### src/pic_defs.svh
`ifndef PIC_DEFS_SVH
`define PIC_DEFS_SVH

// Register indices as printed; byte address on APB is four times the index.
`define PIC_IDX_PRIO_A 32'hFFFF8348
`define PIC_IDX_PRIO_B 32'hFFFF834A
`define PIC_IDX_PRIO_C 32'hFFFF834C
`define PIC_IDX_PRIO_D 32'hFFFF834E
`define PIC_IDX_PRIO_E 32'hFFFF8350
`define PIC_IDX_PRIO_F 32'hFFFF8352
`define PIC_IDX_PRIO_G 32'hFFFF8354
`define PIC_IDX_PRIO_H 32'hFFFF8356
`define PIC_IDX_CTRL 32'hFFFF8358
`define PIC_IDX_FLAGS 32'hFFFF835A
`define PIC_IDX_STEP 8'h02

// interrupt_control fields
`define PIC_CTRL_NMI_LVL_BIT 15
`define PIC_CTRL_POL_BIT 8

// Reset values
`define PIC_PRIO_RESET 16'h0000
`define PIC_SENSE_RESET 8'h00
`define PIC_FLAGS_RESET 8'h00
`define PIC_EXT_IDLE 8'hFF

// Source counts and arbitration slots, highest default rank first
`define PIC_NUM_EXT 8
`define PIC_NUM_PER 24
`define PIC_NUM_SRC 34
`define PIC_SRC_NMI 6'h00
`define PIC_SRC_BRK 6'h01
`define PIC_SRC_EXT 6'h02
`define PIC_SRC_PER 6'h0A

// Fixed levels
`define PIC_LVL_NMI 5'h10
`define PIC_LVL_BRK 5'h0F
`define PIC_MASK_FIXED 4'hF

// Vector numbers
`define PIC_VEC_NMI 8'h0B
`define PIC_VEC_BRK 8'h0C
`define PIC_VEC_EXT 8'h40
`define PIC_VEC_PER 8'h48
`define PIC_VEC_PER_STEP 8'h04

`endif

### src/pic_pkg.sv
package pic_pkg;

	typedef logic [3:0] pic_level_t;

	// Request presented to the processor core
	typedef struct packed {
		logic valid;
		logic [7:0] vector;
		pic_level_t mask_level;
	} pic_cpu_req_s;

	typedef struct packed {
		logic [1:0] nmi_sync;
		logic nmi_prev;
		logic nmi_pend;
		logic brk_prev;
		logic brk_pend;
		logic [7:0] ext_meta;
		logic [7:0] ext_sync;
		logic [7:0] ext_prev;
		logic [7:0] ext_latch;
		logic [7:0][15:0] prio;
		logic edge_polarity_select;
		logic [7:0] sense_select_bits;
		logic pready;
		logic pslverr;
		logic [31:0] prdata;
		pic_cpu_req_s req;
		logic [5:0] src;
		logic request_notify_out_n;
	} pic_state_s;

endpackage : pic_pkg

### src/pic_priority_controller.sv
// Chosen here: register access over APB.
`timescale 1ns/1ps
`include "pic_defs.svh"

// Notes on behaviour
// Levels 0 to 16; level 0 never forwarded.
// Non-maskable request level 16, ignores mask.
// Non-maskable edge; polarity chosen by control bit.
// Non-maskable acceptance loads mask level 15.
// Control register shows live non-maskable pin level.
// Control reads 0x8000 pin high, else 0x0000; code also returns bits 8 and 7:0.
// Break request level 15, edge, held till accepted.
// Break acceptance loads mask level 15.
// Per-pin sense bit: low level or falling edge.
// Pin priorities 0-15 in first two registers.
// Level mode: request and flag follow pin low.
// Edge mode: falling edge latched until accepted.
// Software cancels latched edge by writing zero.
// Flag register writes only clear, never set.
// Pin acceptance loads mask with pin priority.
// Each peripheral source has distinct vector.
// Peripheral priorities 0-15 in registers three-eight.
// Peripheral acceptance loads mask with its level.
// Notify pin shows an interrupt is pending.
// Reset clears all programmable priorities to 0.
// Equal levels resolved by fixed source ranking.
// Maskable forwarded only above current mask level.
module pic_priority_controller (
	input wire logic pclk,
	input wire logic presetn,
	input wire logic psel,
	input wire logic penable,
	input wire logic pwrite,
	input wire logic [31:0] paddr,
	input wire logic [31:0] pwdata,
	input wire logic [3:0] pstrb,
	output logic [31:0] prdata,
	output logic pready,
	output logic pslverr,
	input wire logic nmi_pin,
	input wire logic [7:0] ext_request_pins_n,
	input wire logic break_req,
	input wire logic [23:0] periph_req,
	input wire logic [3:0] cpu_mask_level,
	input wire logic cpu_ack,
	output pic_pkg::pic_cpu_req_s cpu_req,
	output logic request_notify_out_n
);

	// Only the low byte of each index is decoded; the upper bits match for all ten
	localparam logic [7:0] idx_prio_a = 8'(`PIC_IDX_PRIO_A);
	localparam logic [7:0] idx_prio_b = 8'(`PIC_IDX_PRIO_B);
	localparam logic [7:0] idx_prio_c = 8'(`PIC_IDX_PRIO_C);
	localparam logic [7:0] idx_prio_d = 8'(`PIC_IDX_PRIO_D);
	localparam logic [7:0] idx_prio_e = 8'(`PIC_IDX_PRIO_E);
	localparam logic [7:0] idx_prio_f = 8'(`PIC_IDX_PRIO_F);
	localparam logic [7:0] idx_prio_g = 8'(`PIC_IDX_PRIO_G);
	localparam logic [7:0] idx_prio_h = 8'(`PIC_IDX_PRIO_H);
	localparam logic [7:0] idx_ctrl = 8'(`PIC_IDX_CTRL);
	localparam logic [7:0] idx_flags = 8'(`PIC_IDX_FLAGS);

	pic_pkg::pic_state_s s;
	pic_pkg::pic_state_s next_s;

	always_comb begin
		logic setup;
		logic access;
		logic [7:0] idx;
		logic hit_prio;
		logic hit_ctrl;
		logic hit_flags;
		logic [2:0] prio_sel;
		logic [15:0] rd;
		logic [15:0] wmask;
		logic [7:0] flags;
		logic nmi_edge;
		logic brk_edge;
		logic ack;
		logic [33:0] act;
		logic [33:0][4:0] lvl;
		logic [33:0] elig;
		logic found;
		logic [4:0] best_lvl;
		logic [5:0] best_src;
		logic [7:0] best_vec;
		logic ext_clr;
		logic [7:0] ext_fall;
		logic [7:0] ext_set;
		logic nmi_clr;
		logic brk_clr;
		logic hit_any;
		logic wr_en;
		logic flag_wr;
		logic offer;
		logic [4:0] mask_ext;
		logic [7:0][3:0] ext_prio;
		logic [23:0][3:0] per_prio;
		setup = psel & ~penable;
		access = psel & penable & s.pready;
		idx = paddr[9:2];
		hit_prio = 1'b0;
		hit_ctrl = 1'b0;
		hit_flags = 1'b0;
		prio_sel = 3'h0;
		rd = 16'h0000;
		wmask = {{8{pstrb[1]}}, {8{pstrb[0]}}};
		flags = 8'h00;
		nmi_edge = 1'b0;
		brk_edge = 1'b0;
		ack = 1'b0;
		act = '0;
		lvl = '0;
		elig = '0;
		found = 1'b0;
		best_lvl = 5'h00;
		best_src = 6'h00;
		best_vec = 8'h00;
		ext_clr = 1'b0;
		ext_fall = 8'h00;
		ext_set = 8'h00;
		nmi_clr = 1'b0;
		brk_clr = 1'b0;
		hit_any = 1'b0;
		wr_en = 1'b0;
		flag_wr = 1'b0;
		offer = 1'b0;
		mask_ext = {1'b0, cpu_mask_level};
		ext_prio = '0;
		per_prio = '0;
		next_s = s;

		// Address decode on the low index byte; an unmapped index answers with an error
		unique case (idx)
			idx_prio_a: begin
				hit_prio = 1'b1;
				prio_sel = 3'h0;
			end
			idx_prio_b: begin
				hit_prio = 1'b1;
				prio_sel = 3'h1;
			end
			idx_prio_c: begin
				hit_prio = 1'b1;
				prio_sel = 3'h2;
			end
			idx_prio_d: begin
				hit_prio = 1'b1;
				prio_sel = 3'h3;
			end
			idx_prio_e: begin
				hit_prio = 1'b1;
				prio_sel = 3'h4;
			end
			idx_prio_f: begin
				hit_prio = 1'b1;
				prio_sel = 3'h5;
			end
			idx_prio_g: begin
				hit_prio = 1'b1;
				prio_sel = 3'h6;
			end
			idx_prio_h: begin
				hit_prio = 1'b1;
				prio_sel = 3'h7;
			end
			idx_ctrl: begin
				hit_ctrl = 1'b1;
			end
			idx_flags: begin
				hit_flags = 1'b1;
			end
			default: begin
				hit_prio = 1'b0;
			end
		endcase
		hit_any = hit_prio | hit_ctrl | hit_flags;

		// Writes take effect only at the edge that completes the access
		wr_en = access & pwrite;
		flag_wr = wr_en & hit_flags & pstrb[0];

		// Synchronisers: only the second stage feeds logic
		next_s.nmi_sync = {s.nmi_sync[0], nmi_pin};
		next_s.nmi_prev = s.nmi_sync[1];
		next_s.ext_meta = ext_request_pins_n;
		next_s.ext_sync = s.ext_meta;
		next_s.ext_prev = s.ext_sync;
		next_s.brk_prev = break_req;

		if (s.edge_polarity_select) begin
			nmi_edge = s.nmi_sync[1] & ~s.nmi_prev;
		end else begin
			nmi_edge = ~s.nmi_sync[1] & s.nmi_prev;
		end
		brk_edge = break_req & ~s.brk_prev;

		ack = cpu_ack & s.req.valid;

		// Pending latches; a new edge wins over a clear in the same cycle
		// Only the accepted source loses its latch
		nmi_clr = ack && s.src == `PIC_SRC_NMI;
		brk_clr = ack && s.src == `PIC_SRC_BRK;
		next_s.nmi_pend = nmi_edge | (s.nmi_pend & ~nmi_clr);
		next_s.brk_pend = brk_edge | (s.brk_pend & ~brk_clr);

		for (int i = 0; i < `PIC_NUM_EXT; i++) begin
			// Zero bits clear, one bits are ignored, so a stray write cannot fake a request
			ext_clr = (ack && s.src == 6'(`PIC_SRC_EXT + i)) ||
				(flag_wr && !pwdata[i]);
			ext_fall[i] = s.ext_prev[i] & ~s.ext_sync[i];
			ext_set[i] = s.sense_select_bits[i] & ext_fall[i];
			next_s.ext_latch[i] = ext_set[i] | (s.ext_latch[i] & ~ext_clr);
			if (s.sense_select_bits[i]) begin
				flags[i] = s.ext_latch[i];
			end else begin
				flags[i] = ~s.ext_sync[i];
			end
		end

		// Register writes at the completing access edge
		if (wr_en) begin
			if (hit_prio) begin
				next_s.prio[prio_sel] = (s.prio[prio_sel] & ~wmask) | (pwdata[15:0] & wmask);
			end
			if (hit_ctrl) begin
				if (pstrb[1]) begin
					next_s.edge_polarity_select = pwdata[`PIC_CTRL_POL_BIT];
				end
				if (pstrb[0]) begin
					next_s.sense_select_bits = pwdata[7:0];
				end
			end
		end

		// Read data is captured in the setup cycle and held through the access
		if (hit_prio) begin
			rd = s.prio[prio_sel];
		end else if (hit_ctrl) begin
			rd[`PIC_CTRL_NMI_LVL_BIT] = s.nmi_sync[1];
			rd[`PIC_CTRL_POL_BIT] = s.edge_polarity_select;
			rd[7:0] = s.sense_select_bits;
		end else if (hit_flags) begin
			rd[7:0] = flags;
		end
		// Zero wait states: the answer always stands in the first access cycle
		next_s.pready = setup;
		next_s.pslverr = setup & ~hit_any;
		if (setup) begin
			next_s.prdata = {16'h0000, rd};
		end

		// Source table, index order is the default ranking
		act[`PIC_SRC_NMI] = s.nmi_pend;
		lvl[`PIC_SRC_NMI] = `PIC_LVL_NMI;
		act[`PIC_SRC_BRK] = s.brk_pend;
		lvl[`PIC_SRC_BRK] = `PIC_LVL_BRK;
		for (int i = 0; i < `PIC_NUM_EXT; i++) begin
			// Fields run from the top nibble down, four sources to a register
			ext_prio[i] = s.prio[i / 4][(15 - 4 * (i % 4)) -: 4];
			act[`PIC_SRC_EXT + i] = flags[i];
			lvl[`PIC_SRC_EXT + i] = {1'b0, ext_prio[i]};
		end
		for (int j = 0; j < `PIC_NUM_PER; j++) begin
			per_prio[j] = s.prio[2 + j / 4][(15 - 4 * (j % 4)) -: 4];
			act[`PIC_SRC_PER + j] = periph_req[j];
			lvl[`PIC_SRC_PER + j] = {1'b0, per_prio[j]};
		end

		// Level 0 can never exceed a mask, so it is masked for free
		for (int k = 0; k < `PIC_NUM_SRC; k++) begin
			// The mask is compared live; the offer it gates is registered one edge later
			elig[k] = act[k] && (k == 0 || lvl[k] > mask_ext);
		end

		// Descending scan with >= lets the lower index win a tie
		for (int k = `PIC_NUM_SRC - 1; k >= 0; k--) begin
			if (elig[k] && lvl[k] >= best_lvl) begin
				found = 1'b1;
				best_lvl = lvl[k];
				best_src = 6'(k);
			end
		end

		if (best_src == `PIC_SRC_NMI) begin
			best_vec = `PIC_VEC_NMI;
		end else if (best_src == `PIC_SRC_BRK) begin
			best_vec = `PIC_VEC_BRK;
		end else if (best_src < `PIC_SRC_PER) begin
			best_vec = `PIC_VEC_EXT + 8'(best_src - `PIC_SRC_EXT);
		end else begin
			best_vec = `PIC_VEC_PER + `PIC_VEC_PER_STEP * 8'(best_src - `PIC_SRC_PER);
		end

		// One quiet cycle after an accept so a stale winner is not offered twice
		offer = found & ~ack;
		next_s.req.valid = offer;
		next_s.req.vector = best_vec;
		if (best_lvl >= `PIC_LVL_BRK) begin
			next_s.req.mask_level = `PIC_MASK_FIXED;
		end else begin
			next_s.req.mask_level = best_lvl[3:0];
		end
		next_s.src = best_src;
		// Notify comes from the same term as the offer, so the two never disagree
		next_s.request_notify_out_n = ~offer;
	end

	always_ff @(posedge pclk or negedge presetn) begin
		if (!presetn) begin
			s.nmi_sync <= 2'h0;
			s.nmi_prev <= 1'b0;
			s.nmi_pend <= 1'b0;
			s.brk_prev <= 1'b0;
			s.brk_pend <= 1'b0;
			// Pin stages start at the idle high level so release cannot fake an edge
			s.ext_meta <= `PIC_EXT_IDLE;
			s.ext_sync <= `PIC_EXT_IDLE;
			s.ext_prev <= `PIC_EXT_IDLE;
			s.ext_latch <= `PIC_FLAGS_RESET;
			s.prio <= {8{`PIC_PRIO_RESET}};
			s.edge_polarity_select <= 1'b0;
			s.sense_select_bits <= `PIC_SENSE_RESET;
			s.pready <= 1'b0;
			s.pslverr <= 1'b0;
			s.prdata <= 32'h00000000;
			s.req.valid <= 1'b0;
			s.req.vector <= 8'h00;
			s.req.mask_level <= 4'h0;
			s.src <= 6'h00;
			s.request_notify_out_n <= 1'b1;
		end else begin
			s <= next_s;
		end
	end

	assign prdata = s.prdata;
	assign pready = s.pready;
	assign pslverr = s.pslverr;
	assign cpu_req = s.req;
	assign request_notify_out_n = s.request_notify_out_n;

endmodule : pic_priority_controller

### config.mk
export PLATFORM = sky130hd
export DESIGN_NAME = pic_priority_controller
export DESIGN_NICKNAME = d
export VERILOG_FILES = /design/src/pic_pkg.sv /design/src/pic_priority_controller.sv
export VERILOG_INCLUDE_DIRS = /design/src
export SDC_FILE = /design/constraint.sdc
export NUM_CORES = 1
export LEC_CHECK = 0
export BUFFER_PORTS_ARGS = -buffer_cell sky130_fd_sc_hd__buf_2
export CORE_MARGIN = 5
export CORE_UTILIZATION = 30
export CTS_CLUSTER_SIZE = 12
export DETAILED_ROUTE_END_ITERATION = 7
export PLACE_DENSITY = 0.46
export SYNTH_ARGS = -nofsm -noshare
export SYNTH_HDL_FRONTEND = slang
export SYNTH_SLANG_ARGS = --single-unit
### constraint.sdc
create_clock -name pclk -period 45.6 [get_ports pclk]
set_input_delay 2.28 -clock pclk [delete_from_list [all_inputs] [get_ports pclk]]
set_output_delay 2.28 -clock pclk [all_outputs]
set_load 0.005 [all_outputs]
Word-level counts from Yosys, hierarchy flattened
Index checks and enable logic that the tools add are counted.

cells by class
  $add $sub $neg = 4
  magnitude comparators = 70
  equal/unequal tests = 20
  muxes and demuxes = 131
  bitwise logic cells = 79
  reductions and logical operators = 107

operators by type and width
  operator             number
  $mux 6               35
  $mux 5               33
  $ge 4x5->1           31
  $bwmux 128           1
  $gt 4x4->1           32
  $logic_and 1x1->1    85
  $eq 8x7->1 const B   10
  $mux 1               49
  $bmux 16 s3          1
  $demux 16 s3         1
  $mux 8               5
  $and 1x1->1          38
  $and 16x16->16       2
  $mux 16              2
  $not 1->1            25
  $eq 6x3->1 const B   4
  $pmux 3 s7           1
  $add 7x8->8 const A  2
  $not 16->16          1
  $or 16x16->16        1
  $eq 6x1->1 const B   2
  $eq 6x2->1 const B   2
  $eq 6x4->1 const B   2
  $logic_not 6->1      2
  17 further kinds     44

storage, ports and cells
  bits in registers = 213
  bits of input ports = 112
  output and inout port bits = 48
  logic and storage cells = 438

Depth between registers and ports, before layout
Gate-level depths: netlist of run 1.

  depth in word-level cells = 107
  depth in mapped cells = 253
  depth with buffers taken out = 247

Least setup slack after synthesis of run 1
OpenSTA, ideal clock, no wires.

  kind = input -> register
  start = input port cpu_mask_level[1]
  end = register s (netlist bit cpu_req[10])
  setup time = 0.069 ns
  data arrival time = 50.176 ns
  required time = 45.531 ns
  setup slack = -4.645 ns
  stages = 230
  buffers on the path = 6
  cells stage by stage = inv_1 -> ha_1 -> nor2b_1 -> o211ai_1 -> a21o_1 -> nor2_1 -> ha_1 -> nand2b_1 -> a211oi_1 -> o21bai_1 -> nand2_1 -> mux2_2 -> ha_1 -> nand2b_1 -> o2111ai_1 -> a21oi_1 -> a31o_2 -> a31oi_1 -> [194 not listed] -> a21o_1 -> a21oi_1 -> nor3_1 -> mux2_2 -> ha_1 -> nand2b_1 -> a21o_1 -> a21o_1 -> a21oi_1 -> nor3_1 -> nor2_1 -> o311ai_1 -> nand3_2 -> ha_1 -> nor4b_1 -> a21oi_1 -> a311o_1 -> nand3_1

RTL lines
  element                 RTL line                        RTL
  start: declaration      pic_priority_controller.sv:44   input wire logic [3:0] cpu_mask_level,
  end signal: assignment  pic_priority_controller.sv:332  s <= next_s;
  end: declaration        pic_priority_controller.sv:62   pic_pkg::pic_state_s s;

==> results of run 1 <==
[how the worst max path moves through the flow]
stage,start,endpoint,cells after the start
after floorplan,cpu_mask_level[1],cpu_req[10],235
after global placement,cpu_mask_level[1],cpu_req[4],239
after detailed placement,cpu_mask_level[1],cpu_req[10],240
after CTS,cpu_mask_level[1],cpu_req[10],250
after global routing,cpu_mask_level[1],cpu_req[10],242
final,cpu_mask_level[1],cpu_req[10],237
[registers in the layout, summed over array words and instances (netlist names)]
| name | cells |
|---|---|
| request_notify_out_n | 1 |
| next_s | 18 |
| s | 163 |
| prdata | 16 |
| pready | 1 |
| cpu_req | 13 |
| pslverr | 1 |
[stage by stage]
step | area [sq um] | hold WS [ns] | total power, mW | TNS, ns
after detailed placement | 22000 | 0.336 | 0.402 | -49.17
final | 26200 | 0.350 | 0.669 | -0.188
after CTS | 24600 | 0.349 | 0.635 | -0.0477
after global routing | 26200 | 0.360 | 0.702 | -31.49
after global placement | 22000 | 0.340 | 0.397 | -38.44
after floorplan | 18600 | 0.331 | 0.319 | -0.201
[cell usage in the layout (no fill, tap or decap), types with 11 or more instances in the layout]
cell type / count
buf_4: 485
dfrtp_1: 188
ha_1: 181
nand2_1: 155
a21oi_1: 124
nor2_1: 117
o21ai_0: 115
buf_2: 97
inv_1: 89
mux2_2: 71
a21oi_2: 42
o21a_1: 40
ha_4: 40
nand3_1: 37
a21o_1: 36
nand4_1: 35
o211ai_1: 31
nor2b_1: 31
a22oi_1: 28
buf_6: 28
nand2_2: 27
nand2b_4: 25
nand2b_1: 25
clkbuf_16: 25
dfstp_2: 25
nor3_1: 19
o22ai_1: 19
a222oi_1: 16
conb_1: 16
nor2_2: 15
mux2_4: 15
and2_1: 15
o221ai_1: 15
o21ai_2: 14
mux2i_1: 14
a21oi_4: 13
inv_2: 13
and3_1: 11
or3_1: 11
clkbuf_1: 11
[timing repair]
item,in CTS,in global routing
cloned,0,0
pin swaps,97,177
endpoints found under the setup margin,20,20
resized for setup,168,214
setup buffers,120,64
[cells by family (layout without fill, tap and decap cells)]
family,Yosys count,after routing,synth area share (%)
compound gates,678,678,25.8
simple gates,610,610,16.5
fa+ha+maj,228,228,15.9
flops,213,213,30.0
buf+inv,198,766,5.12
mux,107,107,6.60
other cells,1,19,0.0210
[cell type report]
| type | instances | area (sq um) | area share [%] |
|---|---|---|---|
| Multi-Input combinational cell | 1639 | 14100 | 54.0 |
| Sequential cell | 213 | 5360 | 20.5 |
| Timing Repair Buffer | 612 | 4480 | 17.1 |
| Tap cell | 773 | 967 | 3.69 |
| Clock buffer | 39 | 708 | 2.70 |
| Inverter | 108 | 429 | 1.64 |
| Clock inverter | 7 | 104 | 0.397 |
| Antenna cell | 3 | 7.51 | 0.0287 |
[metal layers]
layer | vias up | routed length (um)
li1 | 8736 | -
met4 | 4 | 2770
met3 | 152 | 3240
met5 | - | 23
met1 | 9160 | 33400
met2 | 445 | 36100
[critical path, delay by kind of cell]
kind | cells | cell delay [ns]
buffers and inverters | 20 | 2.28
AOI/OAI and AO/OA | 107 | 20.46
and+or+nand+nor | 64 | 8.73
muxes | 12 | 3.56
adders and majority gates | 34 | 8.74
[power by group through the flow]
| stage | registers [mW] | clock network, mW | logic [mW] |
|---|---|---|---|
| finish | 0.206 | 0.202 | 0.261 |
| global route | 0.207 | 0.213 | 0.282 |
| floorplan | 0.207 | 0 | 0.112 |
| detailed placement | 0.209 | 0 | 0.193 |
| CTS | 0.206 | 0.206 | 0.224 |
| global placement | 0.209 | 0 | 0.189 |
==> results.toml, run 1 <==
[critical_path]
crit_slowest_cell = "or4b_4"
critPathMaxStageDelay_ns = 0.52
r2r_cells = 235
critPathKind = "primary input to flip-flop"
start_kind = "primary input"
cp.arrival_ns = 46.17
cp-end-kind = "flip-flop"
r2r-end = "cpu_req[10]"
timing.rr.start = "s[176]"
path_max_fanout = 7
worstPathRequired_ns = 46.02
ff2ff_setup_slack_ns = 1.19

[synth]
netlist.area_leader.share_pct = 26.3
yosys-top-cells-count = "ha_1, dfrtp_1, nand2_1"
synthDistinctLibCells = 96
syn_area_per_cell_sq_um = 8.78
synth_top_area_cell = "dfrtp_1"
synth-main-ff-cell = "dfrtp_1"
synth_edf_count = 0
yosysMostFrequentCell = "ha_1"
synth_area_leaders = "dfrtp_1, ha_1, mux2_2"
ys_seq_area_share_pct = 30.0
syn_area_sq_um = 17900
synth_warnings = 0
synth-seq-cells = 213
async_reset_ff_share_pct = 100
synthCells = 2035

[cells_and_area]
utilization_pct = 44.4
drive_gt1_share_pct = 43.5
fin_nets = 2936
syn_to_final_growth_pct = 46.5
final_cells = 3394
fill_cells = 5663

[detailed_routing]
avgViaCountPerCell = 5.45
wire_per_inst_um = 22.3
route.detailed.drc = 0
antenna_left = 0
via_count = 18497
wirelength_mm = 75.6
first_pass_iters = 7
drtIter0Drc = 1086

[sta]
finalSetupViolCount = 3
setup_slack_ns = -0.147
period_minus_slack_ns = 45.75
maxSlewHeadroom_pct = 18.3
fmax_mhz = 21.9
finalHoldViolations = 0
layout_worst_path_cycle_share_pct = 100
rsz0062_at_grt = "true"
worstMarginPinSlew_ns = 1.22
slew_viol_final = 0
fin_skew_ns = 0.0160

[pwr]
seqPwrFrac_pct = 30.8
power.density_nw_per_um2 = 25.6
pwr-share-comb_pct = 39.1
switchingPower_mw = 0.218
pwr-share-clk_pct = 30.2
power_leakage_nw = 12.2
sw_frac_of_total_pct = 32.7
irDropWorstVdd_v = 0.0000304
power.internal_mw = 0.451

[global_routing]
grtUsageMet1_pct = 29.9
grt_pass1_vias = 18488
grt_max_degree = 87
track_usage_pct = 22.4
grt_pass1_wl_mm = 111
antenna_found_initial = 5
grt_util_met3_pct = 2.36
grt_overflow = 0
use_met2_pct = 38.4
grt_busiest_layer = "met2"

[clocking]
path_clk_slew_ns = 0.06
clock-sinks = 213
cts-buffers-inserted = 25
cts_hold_buffers = 0
clk_latency_ns = 0.56
htree_levels = 1
cts_tree = "built"
cts-root-buf = "clkbuf_16"
clk_path_buf_depth = 3

[floorplan]
die_y_um = 254
placementRows = 89
chipWidth_um = 254
ios = 160
die_area_sq_um = 64500
start_util_pct = 30.3
core_sq_um = 59000

[min_path]
hold-path-cell-count = 0
hold_path_class = "flip-flop to flip-flop"
hp-start = "next_s[228]"
min_to = "next_s[226]"

[placed_design]
io_buffers = 101
place.gp.congestion = 0.948
hpwl_mm = 57.3
dpl.cell_count = 3168
pre_cts_ws_ns = -2.84

[outcome]
status = "finished, violations left"
violations = "negative setup slack"

[flow_run]
drv_cap = 0
Note: power is estimated with default switching activity, not from simulation.
==> run 2, diff against run 1 <==
--- a/config.mk
+++ b/config.mk
@@ -6,9 +6,11 @@
 export SDC_FILE = /design/constraint.sdc
 export NUM_CORES = 1
 export LEC_CHECK = 0
+export ABC_AREA = 1
 export BUFFER_PORTS_ARGS = -buffer_cell sky130_fd_sc_hd__buf_2
 export CORE_MARGIN = 5
 export CORE_UTILIZATION = 30
+export CTS_BUF_LIST = sky130_fd_sc_hd__clkbuf_4 sky130_fd_sc_hd__clkbuf_8
 export CTS_CLUSTER_SIZE = 12
 export DETAILED_ROUTE_END_ITERATION = 7
 export PLACE_DENSITY = 0.46
==> results.toml, run 2 <==
[outcome]
status = "complete, no violations"

[critical_path]
critPathMaxStageDelay_ns = 0.43
worstPathRequired_ns = 46.04
cp-end-kind = "flip-flop"
cp.arrival_ns = 39.98
crit_slowest_cell = "o2111ai_2"
start_kind = "primary input"
cpMostUsedCell = "nand2_1"
path_max_fanout = 18
crit_path_start = "cpu_mask_level[3]"
critPathKind = "primary input to flip-flop"
timing.rr.start = "s[176]"

[sta]
setup_slack_ns = 6.05
worstMarginPinSlew_ns = 1.15
period_minus_slack_ns = 39.55
maxSlewHeadroom_pct = 23.3
finalSetupTns_ns = 0
fin_skew_ns = 0.0436
finalHoldWorstSlack_ns = 0.338
layout_worst_path_cycle_share_pct = 86.7
slew_viol_final = 0
finalSetupViolCount = 0
fmax_mhz = 25.3
finalHoldViolations = 0
rsz0062_at_grt = "false"

[placed_design]
pre_cts_ws_ns = 5.53
hpwl_mm = 46.4
dpl.cell_count = 3086
io_buffers = 101
place.gp.congestion = 0.926

[pwr]
irDropWorstVdd_v = 0.0000318
power_mw = 0.534
power.density_nw_per_um2 = 27.7
power_leakage_nw = 9.94

[synth]
yosys-top-cells-count = "nand2_1, o21ai_0, inv_1"
syn_area_per_cell_sq_um = 7.59
netlist.area_leader.share_pct = 27.4
yosysMostFrequentCell = "nand2_1"
synth-seq-cells = 213
synth_edf_count = 0
synth_top_area_cell = "dfrtp_1"
ys_seq_area_share_pct = 31.2
synth_warnings = 0
synth-main-ff-cell = "dfrtp_1"
synthCells = 2263
synth_area_leaders = "dfrtp_1, ha_1, nand2_1"
syn_area_sq_um = 17200
synthDistinctLibCells = 53
async_reset_ff_share_pct = 100

[floorplan]
core_sq_um = 56600
ios = 160
die_area_sq_um = 62200
start_util_pct = 30.4
die_y_um = 249
chipWidth_um = 249
placementRows = 87

[clocking]
clk_latency_ns = 0.59
post_cts_buffers = 0
clk_path_buf_depth = 3
cts_hold_buffers = 0
cts_resized = 0
path_clk_slew_ns = 0.06
cts-root-buf = "clkbuf_8"
cts_tree = "built"
clock-sinks = 213
cts-buffers-inserted = 39
htree_levels = 2

[detailed_routing]
antenna_left = 0
first_pass_iters = 5
drtIter0Drc = 1057
route.detailed.drc = 0
via_count = 15633
wirelength_mm = 59.5
avgViaCountPerCell = 4.95
wire_per_inst_um = 18.8

[min_path]
hp-start = "next_s[228]"
hold_path_class = "flip-flop to flip-flop"

[global_routing]
grt_max_degree = 93
antenna_found_initial = 3
grt_pass1_vias = 15183
grt_pass1_wl_mm = 91.1
track_usage_pct = 18.6
grt_overflow = 0

[cells_and_area]
final_cell_mix = "nand2_1, o21ai_0, inv_1, ha_1, dfrtp_1"
largest_register_ffs = 163
num_antenna_cells = 0
final_cells = 3155
drive_gt1_share_pct = 15.9
top_register = "s"
final_common_cell = "nand2_1"
fin_nets = 2708
syn_to_final_growth_pct = 12.2

[flow_run]
drv_cap = 0
-- run 2: cell count changes after synthesis, sizes merged, moves of 21 or more --
cell,delta
nand2,+520
nor2,-78
nand3,+60
o21ai,+182
nand2b,-50
o21a,-41
mux2i,-21
a21o,-29
a21oi,-116
mux2,-81
inv,+187
a22oi,-23
nor2b,-38
-- run 2: where the power goes --
group / internal, mW / switching (mW)
sequential: 0.199 / 0.00455
clock: 0.113 / 0.0854
combinational: 0.0465 / 0.0864
-- run 2: metrics by stage --
step	utilization [%]	area, sq um
final	34.1	19300
after detailed placement	32.6	18500
after global placement	32.6	18500
after global routing	34.1	19300
after CTS	34.1	19300
after floorplan	-	17200
-- run 2: area by class of cell --
| type | instances | area, sq um |
|---|---|---|
| Clock buffer | 59 | 718 |
| Clock inverter | 10 | 118 |
| Fill cell | 6060 | 37300 |
| Inverter | 304 | 1140 |
| Multi-Input combinational cell | 1684 | 10300 |
| Sequential cell | 213 | 5360 |
| Tap cell | 756 | 946 |
| Timing Repair Buffer | 129 | 726 |
-- run 2: path summary, 6_finish.rpt --
path / endpoint / slack [ns] / cells past startpoint
hold reg to reg: next_s[226] / 0.34 / 0
min in group asynchronous: cpu_req[6] / 1.74 / 1
max in group asynchronous: s[181] / 42.55 / 2
hold / removal: next_s[226] / 0.34 / 0
setup reg to reg: cpu_req[10] / 7.77 / 378
setup / recovery: cpu_req[10] / 6.05 / 379
-- run 2: cell families after synthesis --
| group | Yosys count | synth area share (%) |
|---|---|---|
| other | 1 | 0.0218 |
| buffers and inverters | 381 | 9.38 |
| AO/OA/AOI/OAI | 518 | 17.2 |
| AND/OR/NAND/NOR | 920 | 25.5 |
| flip-flops | 213 | 31.2 |
| adder cells (fa/ha/maj) | 225 | 16.4 |
| multiplexers | 5 | 0.328 |
-- run 2: critical path, delay by kind of cell --
kind                     cells  cell delay, ns
AO/OA/AOI/OAI               66            9.17
adder cells (fa/ha/maj)     32            9.03
buffers and inverters       62            3.75
AND/OR/NAND/NOR            219           15.62
-- run 2: routing by layer --
layer | up-vias | track usage, % | share of wire [%]
li1 | 7766 | - | -
met1 | 7348 | 25.8 | 47
met2 | 423 | 30.4 | 45
met3 | 92 | 2.85 | 5.4
met4 | 4 | 4.78 | 2.6
met5 | - | 0 | 0.034
